===== config.mk =====
export PLATFORM = sky130hd
export DESIGN_NAME = cscr_regs
export DESIGN_NICKNAME = d
export VERILOG_FILES = /design/src/pkg/cscr_pkg.sv /design/src/logic/cscr_regs.sv
export VERILOG_INCLUDE_DIRS = /design/src /design/src/pkg
export SDC_FILE = /design/constraint.sdc
export NUM_CORES = 1
export LEC_CHECK = 0
export BUFFER_PORTS_ARGS = -buffer_cell sky130_fd_sc_hd__buf_2
export CAP_MARGIN = 20
export CORE_MARGIN = 4
export CORE_UTILIZATION = 37
export CTS_BUF_LIST = sky130_fd_sc_hd__clkbuf_8
export DETAILED_ROUTE_END_ITERATION = 6
export PLACE_DENSITY_LB_ADDON = 0.05
export SYNTH_ARGS = -nofsm -noshare
export SYNTH_HDL_FRONTEND = slang
export SYNTH_SLANG_ARGS = --single-unit

===== constraint.sdc =====
create_clock -name CLK -period 4.8 [get_ports CLK]
set_input_delay 0.96 -clock CLK [delete_from_list [all_inputs] [get_ports CLK]]
set_output_delay 0.96 -clock CLK [all_outputs]
set_load 0.05 [all_outputs]

===== src/pkg/cscr_map.svh =====
// Offsets, field positions and reset values of the core status and control registers.
// Assumes inclusion by bare name from the design file; the package file does not include it.
`ifndef CSCR_MAP_SVH
`define CSCR_MAP_SVH

// ****************************************************************
// Register indices on the memory-mapped special function port
// ****************************************************************
`define CSCR_IDX_STATUS 2'h0
`define CSCR_IDX_CONTROL 2'h1
`define CSCR_IDX_LSTART_LO 2'h2
`define CSCR_IDX_LSTART_HI 2'h3

// ****************************************************************
// Status word field positions
// ****************************************************************
`define CSCR_SR_OA 15
`define CSCR_SR_OB 14
`define CSCR_SR_SA 13
`define CSCR_SR_SB 12
`define CSCR_SR_OAB 11
`define CSCR_SR_SAB 10
`define CSCR_SR_DA 9
`define CSCR_SR_DC 8
`define CSCR_SR_IPL_HI 7
`define CSCR_SR_IPL_LO 5
`define CSCR_SR_RA 4
`define CSCR_SR_N 3
`define CSCR_SR_OV 2
`define CSCR_SR_Z 1
`define CSCR_SR_C 0

// ****************************************************************
// Control word field positions and reset values
// ****************************************************************
`define CSCR_CC_VAR 15
`define CSCR_CC_US_HI 13
`define CSCR_CC_US_LO 12
`define CSCR_CC_EDT 11
`define CSCR_CC_SATA 7
`define CSCR_CC_SATB 6
`define CSCR_CC_SATDW 5
`define CSCR_CC_RANGE 4
`define CSCR_CC_PRIORITY_LEVEL_MSB 3
`define CSCR_CC_RND 1
`define CSCR_CC_IF 0
`define CSCR_CC_SATDW_RST 1'h1

// ****************************************************************
// Addressing and priority constants
// ****************************************************************
`define CSCR_BASE_BYTES 16'h2000
`define CSCR_TOP_PRIO 3'h7
`define CSCR_SHADOW_REG 4'hf

`endif


===== src/pkg/cscr_pkg.sv =====
// Types shared by the core status and control register block and its surroundings.
// Assumes cscr_map.svh is on the include path.
package cscr_pkg;

  // Register access from the instruction pipeline
  typedef struct packed {
    logic wr;
    logic rd;
    logic [1:0] addr;
    logic [15:0] wdata;
  } cscr_sfr_req_t;

  // Completed MCU ALU add or subtract
  typedef struct packed {
    logic valid;
    logic byte_mode;
    logic subtract;
    logic [15:0] a;
    logic [15:0] b;
  } cscr_alu_op_t;

  // Accumulator write-back events from the DSP engine
  typedef struct packed {
    logic upd_a;
    logic ov_a;
    logic sat_a;
    logic upd_b;
    logic ov_b;
    logic sat_b;
  } cscr_acc_evt_t;

  // Loop and stack frame state from the sequencer
  typedef struct packed {
    logic do_active;
    logic rep_active;
    logic [2:0] nest_depth;
    logic stack_frame;
  } cscr_loop_stat_t;

  // Engine settings driven out of the control word
  typedef struct packed {
    logic var_latency;
    logic [1:0] mul_sign;
    logic early_term;
    logic sat_a_en;
    logic sat_b_en;
    logic sat_dw_en;
    logic clamp_range_select;
    logic round_biased;
    logic int_mode;
  } cscr_core_ctrl_t;

  // Modulo window of one address space
  typedef struct packed {
    logic mod_en;
    logic [15:0] mod_start;
    logic [15:0] mod_end;
  } cscr_agu_cfg_t;

  // Address generation request
  typedef struct packed {
    logic valid;
    logic dual;
    logic [15:0] x_ea;
    logic [15:0] x_step;
    logic [15:0] y_ea;
    logic [15:0] y_step;
    logic brev_en;
    logic [15:0] brev_mod;
    logic win_en;
    logic [8:0] win_page;
  } cscr_agu_req_t;

  // Address generation result
  typedef struct packed {
    logic x_valid;
    logic y_valid;
    logic [15:0] x_next;
    logic [15:0] y_next;
    logic x_in_base;
    logic x_prog_hit;
    logic [22:0] prog_word;
  } cscr_agu_out_t;

endpackage : cscr_pkg


===== src/logic/cscr_regs.sv =====
// Core status word, core control word, loop start readback and data-space address generation.
// Assumes one core clock, a synchronous reset, and that all inputs come from logic on that clock.
`timescale 1ns/1ps
`default_nettype none
`include "cscr_map.svh"

module cscr_regs (
  input wire logic CLK,
  input wire logic RST_N,
  input wire cscr_pkg::cscr_sfr_req_t SFR_REQ,
  output logic [15:0] SFR_RDATA,
  input wire cscr_pkg::cscr_alu_op_t ALU_OP,
  input wire cscr_pkg::cscr_acc_evt_t ACC_EVT,
  input wire cscr_pkg::cscr_loop_stat_t LOOP_STAT,
  input wire logic [23:0] LOOP_START_ADDR,
  input wire logic NESTING_DISABLE,
  input wire logic PRI_LOAD,
  input wire logic [3:0] PRI_VALUE,
  output logic [3:0] CPU_PRIORITY,
  output logic USER_INT_BLOCKED,
  output cscr_pkg::cscr_core_ctrl_t CORE_CTRL,
  input wire logic [1:0] ACTIVE_CTX,
  input wire logic [3:0] WREG_MM_IDX,
  output logic [1:0] WREG_MM_BANK,
  input wire cscr_pkg::cscr_agu_cfg_t X_CFG,
  input wire cscr_pkg::cscr_agu_cfg_t Y_CFG,
  input wire cscr_pkg::cscr_agu_req_t AGU_REQ,
  output cscr_pkg::cscr_agu_out_t AGU_OUT
);

  // ****************************************************************
  // Helpers
  // ****************************************************************

  // Post-modify with circular wrap inside [start, end]
  function automatic logic [15:0] modulo_next(input logic [15:0] ea, input logic [15:0] step,
                                              input cscr_pkg::cscr_agu_cfg_t cfg);
    logic [15:0] n;
    n = ea + step;
    if (cfg.mod_en && !step[15] && n > cfg.mod_end) begin
      n = cfg.mod_start + (n - cfg.mod_end - 16'h0001);
    end else if (cfg.mod_en && step[15] && n < cfg.mod_start) begin
      n = cfg.mod_end - (cfg.mod_start - n - 16'h0001);
    end
    return n;
  endfunction : modulo_next

  // Mirror a 16-bit word
  function automatic logic [15:0] mirror16(input logic [15:0] v);
    logic [15:0] r;
    r = 16'h0000;
    for (int i = 0; i < 16; i++) begin
      r[i] = v[15 - i];
    end
    return r;
  endfunction : mirror16

  // ****************************************************************
  // State
  // ****************************************************************
  logic oa_q, oa_d, ob_q, ob_d, sa_q, sa_d, sb_q, sb_d;
  logic da_q, da_d, ra_q, ra_d, dc_q, dc_d;
  logic n_q, n_d, ov_q, ov_d, z_q, z_d, c_q, c_d;
  logic [2:0] ipl_q, ipl_d;
  logic priority_level_msb_q, priority_level_msb_d;
  logic [2:0] dl_q, dl_d;
  logic sfa_q, sfa_d;
  logic var_q, var_d, sata_q, sata_d, satb_q, satb_d, satdw_q, satdw_d;
  logic range_q, range_d, rnd_q, rnd_d, if_q, if_d, edt_q, edt_d;
  logic [1:0] us_q, us_d;
  logic [15:0] rdata_q, rdata_d;
  logic [1:0] bank_q, bank_d;
  cscr_pkg::cscr_agu_out_t agu_q, agu_d;

  logic wr_sr, wr_cc;
  logic [15:0] wd;
  logic [15:0] b_op;
  logic cin;
  logic [16:0] sum17;
  logic [8:0] sum9;
  logic [4:0] sum5;
  logic res_msb, a_msb, b_msb, res_zero;
  logic [15:0] sr_view, cc_view;

  assign wr_sr = SFR_REQ.wr && SFR_REQ.addr == `CSCR_IDX_STATUS;
  assign wr_cc = SFR_REQ.wr && SFR_REQ.addr == `CSCR_IDX_CONTROL;
  assign wd = SFR_REQ.wdata;

  // ****************************************************************
  // ALU flag arithmetic
  // ****************************************************************

  // Subtract adds the inverted operand plus one, so carry is the inverted borrow
  assign b_op = ALU_OP.subtract ? ~ALU_OP.b : ALU_OP.b;
  assign cin = ALU_OP.subtract;
  assign sum17 = {1'b0, ALU_OP.a} + {1'b0, b_op} + {16'h0000, cin};
  assign sum9 = {1'b0, ALU_OP.a[7:0]} + {1'b0, b_op[7:0]} + {8'h00, cin};
  assign sum5 = {1'b0, ALU_OP.a[3:0]} + {1'b0, b_op[3:0]} + {4'h0, cin};
  assign res_msb = ALU_OP.byte_mode ? sum9[7] : sum17[15];
  assign a_msb = ALU_OP.byte_mode ? ALU_OP.a[7] : ALU_OP.a[15];
  assign b_msb = ALU_OP.byte_mode ? b_op[7] : b_op[15];
  assign res_zero = ALU_OP.byte_mode ? (sum9[7:0] == 8'h00) : (sum17[15:0] == 16'h0000);

  // ****************************************************************
  // Status word next values
  // ****************************************************************

  // Software write first, then hardware events, so a same-cycle event is never lost
  always_comb begin
    oa_d = oa_q;
    ob_d = ob_q;
    sa_d = sa_q;
    sb_d = sb_q;
    ipl_d = ipl_q;
    dc_d = dc_q;
    n_d = n_q;
    ov_d = ov_q;
    z_d = z_q;
    c_d = c_q;
    if (wr_sr) begin
      oa_d = wd[`CSCR_SR_OA];
      ob_d = wd[`CSCR_SR_OB];
      if (!wd[`CSCR_SR_OAB]) begin
        oa_d = 1'b0;
        ob_d = 1'b0;
      end
      if (!wd[`CSCR_SR_SAB]) begin
        sa_d = 1'b0;
        sb_d = 1'b0;
      end else begin
        sa_d = wd[`CSCR_SR_SA];
        sb_d = wd[`CSCR_SR_SB];
      end
      if (!NESTING_DISABLE) begin
        ipl_d = wd[`CSCR_SR_IPL_HI:`CSCR_SR_IPL_LO];
      end
      dc_d = wd[`CSCR_SR_DC];
      n_d = wd[`CSCR_SR_N];
      ov_d = wd[`CSCR_SR_OV];
      z_d = wd[`CSCR_SR_Z];
      c_d = wd[`CSCR_SR_C];
    end
    // Overflow bits follow each accumulator write-back
    if (ACC_EVT.upd_a) begin
      oa_d = ACC_EVT.ov_a;
    end
    if (ACC_EVT.upd_b) begin
      ob_d = ACC_EVT.ov_b;
    end
    // Saturation only ever sets; clearing is software's job
    sa_d = sa_d | (ACC_EVT.upd_a & ACC_EVT.sat_a);
    sb_d = sb_d | (ACC_EVT.upd_b & ACC_EVT.sat_b);
    if (PRI_LOAD) begin
      ipl_d = PRI_VALUE[2:0];
    end
    if (ALU_OP.valid) begin
      dc_d = ALU_OP.byte_mode ? sum5[4] : sum9[8];
      n_d = res_msb;
      ov_d = (a_msb == b_msb) && (res_msb != a_msb);
      z_d = res_zero;
      c_d = ALU_OP.byte_mode ? sum9[8] : sum17[16];
    end
  end

  // Loop indicators are mirrors of sequencer state, never written by software
  always_comb begin
    da_d = LOOP_STAT.do_active;
    ra_d = LOOP_STAT.rep_active;
    dl_d = LOOP_STAT.nest_depth;
    sfa_d = LOOP_STAT.stack_frame;
  end

  // ****************************************************************
  // Control word next values
  // ****************************************************************

  // Priority msb is clear-only for software; the interrupt controller sets it
  always_comb begin
    var_d = var_q;
    us_d = us_q;
    sata_d = sata_q;
    satb_d = satb_q;
    satdw_d = satdw_q;
    range_d = range_q;
    rnd_d = rnd_q;
    if_d = if_q;
    priority_level_msb_d = priority_level_msb_q;
    edt_d = 1'b0;
    if (wr_cc) begin
      var_d = wd[`CSCR_CC_VAR];
      us_d = wd[`CSCR_CC_US_HI:`CSCR_CC_US_LO];
      edt_d = wd[`CSCR_CC_EDT];
      sata_d = wd[`CSCR_CC_SATA];
      satb_d = wd[`CSCR_CC_SATB];
      satdw_d = wd[`CSCR_CC_SATDW];
      range_d = wd[`CSCR_CC_RANGE];
      rnd_d = wd[`CSCR_CC_RND];
      if_d = wd[`CSCR_CC_IF];
      if (!wd[`CSCR_CC_PRIORITY_LEVEL_MSB]) begin
        priority_level_msb_d = 1'b0;
      end
    end
    if (PRI_LOAD) begin
      priority_level_msb_d = PRI_VALUE[3];
    end
  end

  // ****************************************************************
  // Read path
  // ****************************************************************
  assign sr_view = {oa_q, ob_q, sa_q, sb_q, oa_q | ob_q, sa_q | sb_q, da_q, dc_q,
                    ipl_q, ra_q, n_q, ov_q, z_q, c_q};
  // Early termination is a strobe and always reads back zero
  assign cc_view = {var_q, 1'b0, us_q, 1'b0, dl_q, sata_q, satb_q, satdw_q, range_q,
                    priority_level_msb_q, sfa_q, rnd_q, if_q};

  // Read data is registered: it appears one clock after the read strobe
  always_comb begin
    rdata_d = rdata_q;
    if (SFR_REQ.rd) begin
      if (SFR_REQ.addr == `CSCR_IDX_STATUS) begin
        rdata_d = sr_view;
      end else if (SFR_REQ.addr == `CSCR_IDX_CONTROL) begin
        rdata_d = cc_view;
      end else if (SFR_REQ.addr == `CSCR_IDX_LSTART_LO) begin
        rdata_d = LOOP_START_ADDR[15:0];
      end else begin
        rdata_d = {8'h00, LOOP_START_ADDR[23:16]};
      end
    end
  end

  // ****************************************************************
  // Address generation
  // ****************************************************************

  // Bit-reversed stepping adds the modifier with the carry running downward
  always_comb begin
    agu_d = '0;
    bank_d = (WREG_MM_IDX == `CSCR_SHADOW_REG) ? 2'h0 : ACTIVE_CTX;
    if (AGU_REQ.valid) begin
      agu_d.x_valid = 1'b1;
      agu_d.y_valid = AGU_REQ.dual;
      if (AGU_REQ.brev_en) begin
        agu_d.x_next = mirror16(mirror16(AGU_REQ.x_ea) + mirror16(AGU_REQ.brev_mod));
      end else begin
        agu_d.x_next = modulo_next(AGU_REQ.x_ea, AGU_REQ.x_step, X_CFG);
      end
      if (AGU_REQ.dual) begin
        agu_d.y_next = modulo_next(AGU_REQ.y_ea, AGU_REQ.y_step, Y_CFG);
      end
      agu_d.x_in_base = AGU_REQ.x_ea < `CSCR_BASE_BYTES;
      agu_d.x_prog_hit = AGU_REQ.win_en && AGU_REQ.x_ea[15];
      if (agu_d.x_prog_hit) begin
        agu_d.prog_word = {AGU_REQ.win_page, AGU_REQ.x_ea[14:1]};
      end
    end
  end

  // ****************************************************************
  // Registers
  // ****************************************************************

  // All flags clear at reset; only the data-write saturation enable starts set
  always_ff @(posedge CLK) begin
    if (!RST_N) begin
      {oa_q, ob_q, sa_q, sb_q, da_q, ra_q, dc_q} <= 7'h00;
      {n_q, ov_q, z_q, c_q} <= 4'h0;
      ipl_q <= 3'h0;
      priority_level_msb_q <= 1'b0;
      dl_q <= 3'h0;
      sfa_q <= 1'b0;
      {var_q, sata_q, satb_q, range_q, rnd_q, if_q, edt_q} <= 7'h00;
      satdw_q <= `CSCR_CC_SATDW_RST;
      us_q <= 2'h0;
      rdata_q <= 16'h0000;
      bank_q <= 2'h0;
      agu_q <= '0;
    end else begin
      oa_q <= oa_d;
      ob_q <= ob_d;
      sa_q <= sa_d;
      sb_q <= sb_d;
      da_q <= da_d;
      ra_q <= ra_d;
      dc_q <= dc_d;
      n_q <= n_d;
      ov_q <= ov_d;
      z_q <= z_d;
      c_q <= c_d;
      ipl_q <= ipl_d;
      priority_level_msb_q <= priority_level_msb_d;
      dl_q <= dl_d;
      sfa_q <= sfa_d;
      var_q <= var_d;
      sata_q <= sata_d;
      satb_q <= satb_d;
      satdw_q <= satdw_d;
      range_q <= range_d;
      rnd_q <= rnd_d;
      if_q <= if_d;
      edt_q <= edt_d;
      us_q <= us_d;
      rdata_q <= rdata_d;
      bank_q <= bank_d;
      agu_q <= agu_d;
    end
  end

  // ****************************************************************
  // Outputs
  // ****************************************************************
  assign SFR_RDATA = rdata_q;
  assign CPU_PRIORITY = {priority_level_msb_q, ipl_q};
  assign USER_INT_BLOCKED = priority_level_msb_q | (ipl_q == `CSCR_TOP_PRIO);
  assign CORE_CTRL = {var_q, us_q, edt_q, sata_q, satb_q, satdw_q, range_q, rnd_q, if_q};
  assign WREG_MM_BANK = bank_q;
  assign AGU_OUT = agu_q;

endmodule : cscr_regs

`default_nettype wire


==> results.yml <==
timing:
  slew_headroom_pct: 32.6
  max_freq_ghz: 0.211
  skew_ns: 0.0134
  rsz0062_at_grt: "yes"
  finalSetupTns_ns: 0
  worstMarginPinSlew_ns: 1.01
  fin_ws_ns: 0.0519
  post-route-min-period_ns: 4.75
  period_share_pct: 98.9
  hold_viol_final: 0
  drv_slew: 0
  setup_viol: 0
worst_setup_path:
  criticalPathCategory: "in -> reg"
  critPathRequiredTime_ns: 5.10
  cp_max_fo: 3
  cp-start-kind: "primary input"
  crit_arrival_ns: 5.05
  end_kind: "flop"
cells_and_area:
  fillers: 3379
  nNetsFinal: 2510
  final_layout_size_suffix_gt1_share_pct: 34.8
  fin_area_mm2: 0.0171
  regArea_mm2: 0.00212
  multi_input_area_mm2: 0.0103
  area.growth.synth_to_final_pct: 35.1
  stdcell_count: 2458
status:
  status: "completed"
floorplanning:
  fp.dieArea_mm2: 0.0373
  coreArea_mm2: 0.0337
  start_util_pct: 37.6
  io_pins: 356
  die_h_um: 193
  die-width_um: 193
  fp-row-count: 67
placed_design:
  dp_cells: 2430
  pre_cts_ws_ns: -0.537
  dp_hpwl_um: 36500
  port_buffers: 354
  gp_routability_congestion: 0.858
  placed_cell_area_mm2: 0.0164
cts:
  cts_tree: "built"
  cts_buffer_depth: 2
  htree_levels: 3
  cts_root_buf: "clkbuf_8"
  clkTransAtPathRegs_ns: 0.12
  numCtsBuffers: 9
  cts_hold_buf: 0
  clock-sinks: 106
  insertion_delay_ns: 0.43
pwr:
  ir_drop_mv: 0.189
  power.internal_w: 0.00320
  clkPwrFrac_pct: 11.4
  power_density_mw_per_mm2: 334
  power_w: 0.00571
  power.switching_fraction_pct: 44.0
  power.switching_w: 0.00251
  p_comb_share_pct: 71.8
  seq_power_share_pct: 16.7
  p_leak_nw: 8.67
run:
  maxCapViolations: 0
yosys:
  synth-seq-cells: 106
  synthDistinctLibCells: 84
  yosysSeqAreaShare_pct: 16.7
  yosysMostFrequentCell: "ha_1"
  synthFlopType: "dfxtp_1"
  syn_area_mm2: 0.0127
  synth_edf_count: 0
  synth_nets: 1981
  yosys-top-cells-area: "ha_1 18%, dfxtp_1 17%, fa_1 9.5%"
  synthTopCellsByCount: "184 x ha_1, 115 x inv_1, 109 x a21oi_1"
  avgSynthCellArea_um2: 8.60
  yosysTopAreaCellShare_pct: 18.2
  synth.yosys.warnings: 0
  synthCells: 1473
  yosysTopAreaCell: "ha_1"
  async_reset_ff_share_pct: 0
route:
  dr.pass1.iters: 5
  ant_nets: 0
  wirelength_um: 43700
  vias: 12400
  routedWlPerCell_um: 17.8
  via_per_inst: 5.04
  drc: 0
  dr.first_iter.drc_count: 567
global_route:
  grt_overflow: 0
  grt_pass1_vias: 12300
  grt_max_degree: 44
  antenna_found_initial: 3
  grt_pass1_wl_um: 65700
  track_usage_pct: 22.4
hold_path:
  min_path_type: "reg -> reg"
[flip-flops by register name, indices dropped and copies added, names as in the netlist, 2 cells and up]
| register | count |
|---|---|
| AGU_OUT | 59 |
| SFR_RDATA | 16 |
| dl_q | 3 |
| ipl_q | 3 |
| WREG_MM_BANK | 2 |
| us_q | 2 |
[critical path, stage by stage]
cell,delay [ns]
buf_6,0.10
ha_4,0.16
fa_2,0.35
a21o_1,0.19
a21oi_2,0.16
o21bai_1,0.10
a21o_1,0.21
a21oi_2,0.21
o211ai_1,0.18
a31o_2,0.25
a21oi_2,0.18
xnor2_2,0.17
fa_2,0.55
ha_4,0.25
a21o_1,0.19
a21oi_2,0.15
o31ai_1,0.09
mux2i_1,0.20
o22ai_1,0.13
xnor2_1,0.22
nor2_1,0.06
[cell families after synthesis]
logic type	synth area share [%]
AO/OA/AOI/OAI	20.5
buffers and inverters	5.34
adder cells (fa/ha/maj)	27.9
AND/OR/NAND/NOR	15.5
flip-flops	16.7
XOR/XNOR	8.96
multiplexers	5.06
[power groups by stage]
| stage | combinational [W] | clock, W | sequential, W |
|---|---|---|---|
| 2_1_floorplan | 0.00235 | 0 | 0.00111 |
| 3_3_place_gp | 0.00385 | 0 | 0.000976 |
| 3_5_place_dp | 0.00387 | 0 | 0.000975 |
| 4_1_cts | 0.00391 | 0.000682 | 0.000956 |
| 5_1_grt | 0.00456 | 0.000709 | 0.000961 |
| 6_report | 0.00410 | 0.000653 | 0.000956 |
[worst paths after layout]
kind	endpoint	slack, ns	startpoint	depth (start not counted)
setup reg to reg	SFR_RDATA[3]$_SDFFE_PN0P_	3.67	priority_level_msb_q$_SDFFE_PN0P_	3
hold / removal	range_q$_SDFFE_PN0P_	0.48	range_q$_SDFFE_PN0P_	2
setup / recovery	AGU_OUT[40]$_SDFF_PN0_	0.05	AGU_REQ[43]	21
hold reg to reg	range_q$_SDFFE_PN0P_	0.48	range_q$_SDFFE_PN0P_	2
[through the flow]
step           hold slack [ns]  utilization, %
2_1_floorplan            0.454               -
3_3_place_gp             0.459            48.8
3_5_place_dp             0.467            48.8
4_1_cts                  0.485            49.4
5_1_grt                  0.518            50.8
6_report                 0.481            50.8
[area by class of cell]
cell class                      count  share of cell area (%)
Clock inverter                      7                   0.468
Inverter                          116                    2.54
Sequential cell                   106                    12.4
Tap cell                          448                    3.27
Antenna cell                        3                  0.0438
Multi-Input combinational cell   1205                    60.4
Timing Repair Buffer              564                    20.2
Clock buffer                        9                   0.723
[layer usage]
metal	up-vias	wire length, um	share of wire [%]	GRT usage [%]
met5	-	28	0.064	0
met4	6	657	1.5	4.87
met3	33	2300	5.3	3.82
met2	313	20800	48	37.8
met1	5775	20000	46	30.2
li1	6272	-	-	-
[repair_timing]
item / CTS / global route
resized for setup: 3 / 74
setup endpoints to repair: 4 / 32
pin swaps: 3 / 55
gates cloned: 0 / 2
buffers inserted: 0 / 7
[cells in the final DEF (no fill, tap or decap), types with 8 or more instances in the layout]
master and count:
buf_2 351, buf_4 203, ha_1 171, inv_1 116, dfxtp_1 106, nand2_1 103
a21oi_1 92, nor2_1 91, xnor2_1 63, fa_1 54, xor2_1 52, o21ai_0 48
a21o_1 44, and2_1 39, mux2i_1 36, nor2b_1 33, nor3_1 30, nand3_1 22
a21oi_2 21, and3_1 16, o21ai_1 14, nand2b_1 14, a211oi_1 14, a21boi_0 13
o211ai_1 12, ha_4 12, or3_1 11, o21bai_1 10, o21a_1 10, a31oi_1 10
a211o_1 9, nand4_1 9, clkbuf_8 9, xnor2_2 8, a31o_2 8, mux4_2 8
No activity file was read; power rests on OpenSTA's default activity.
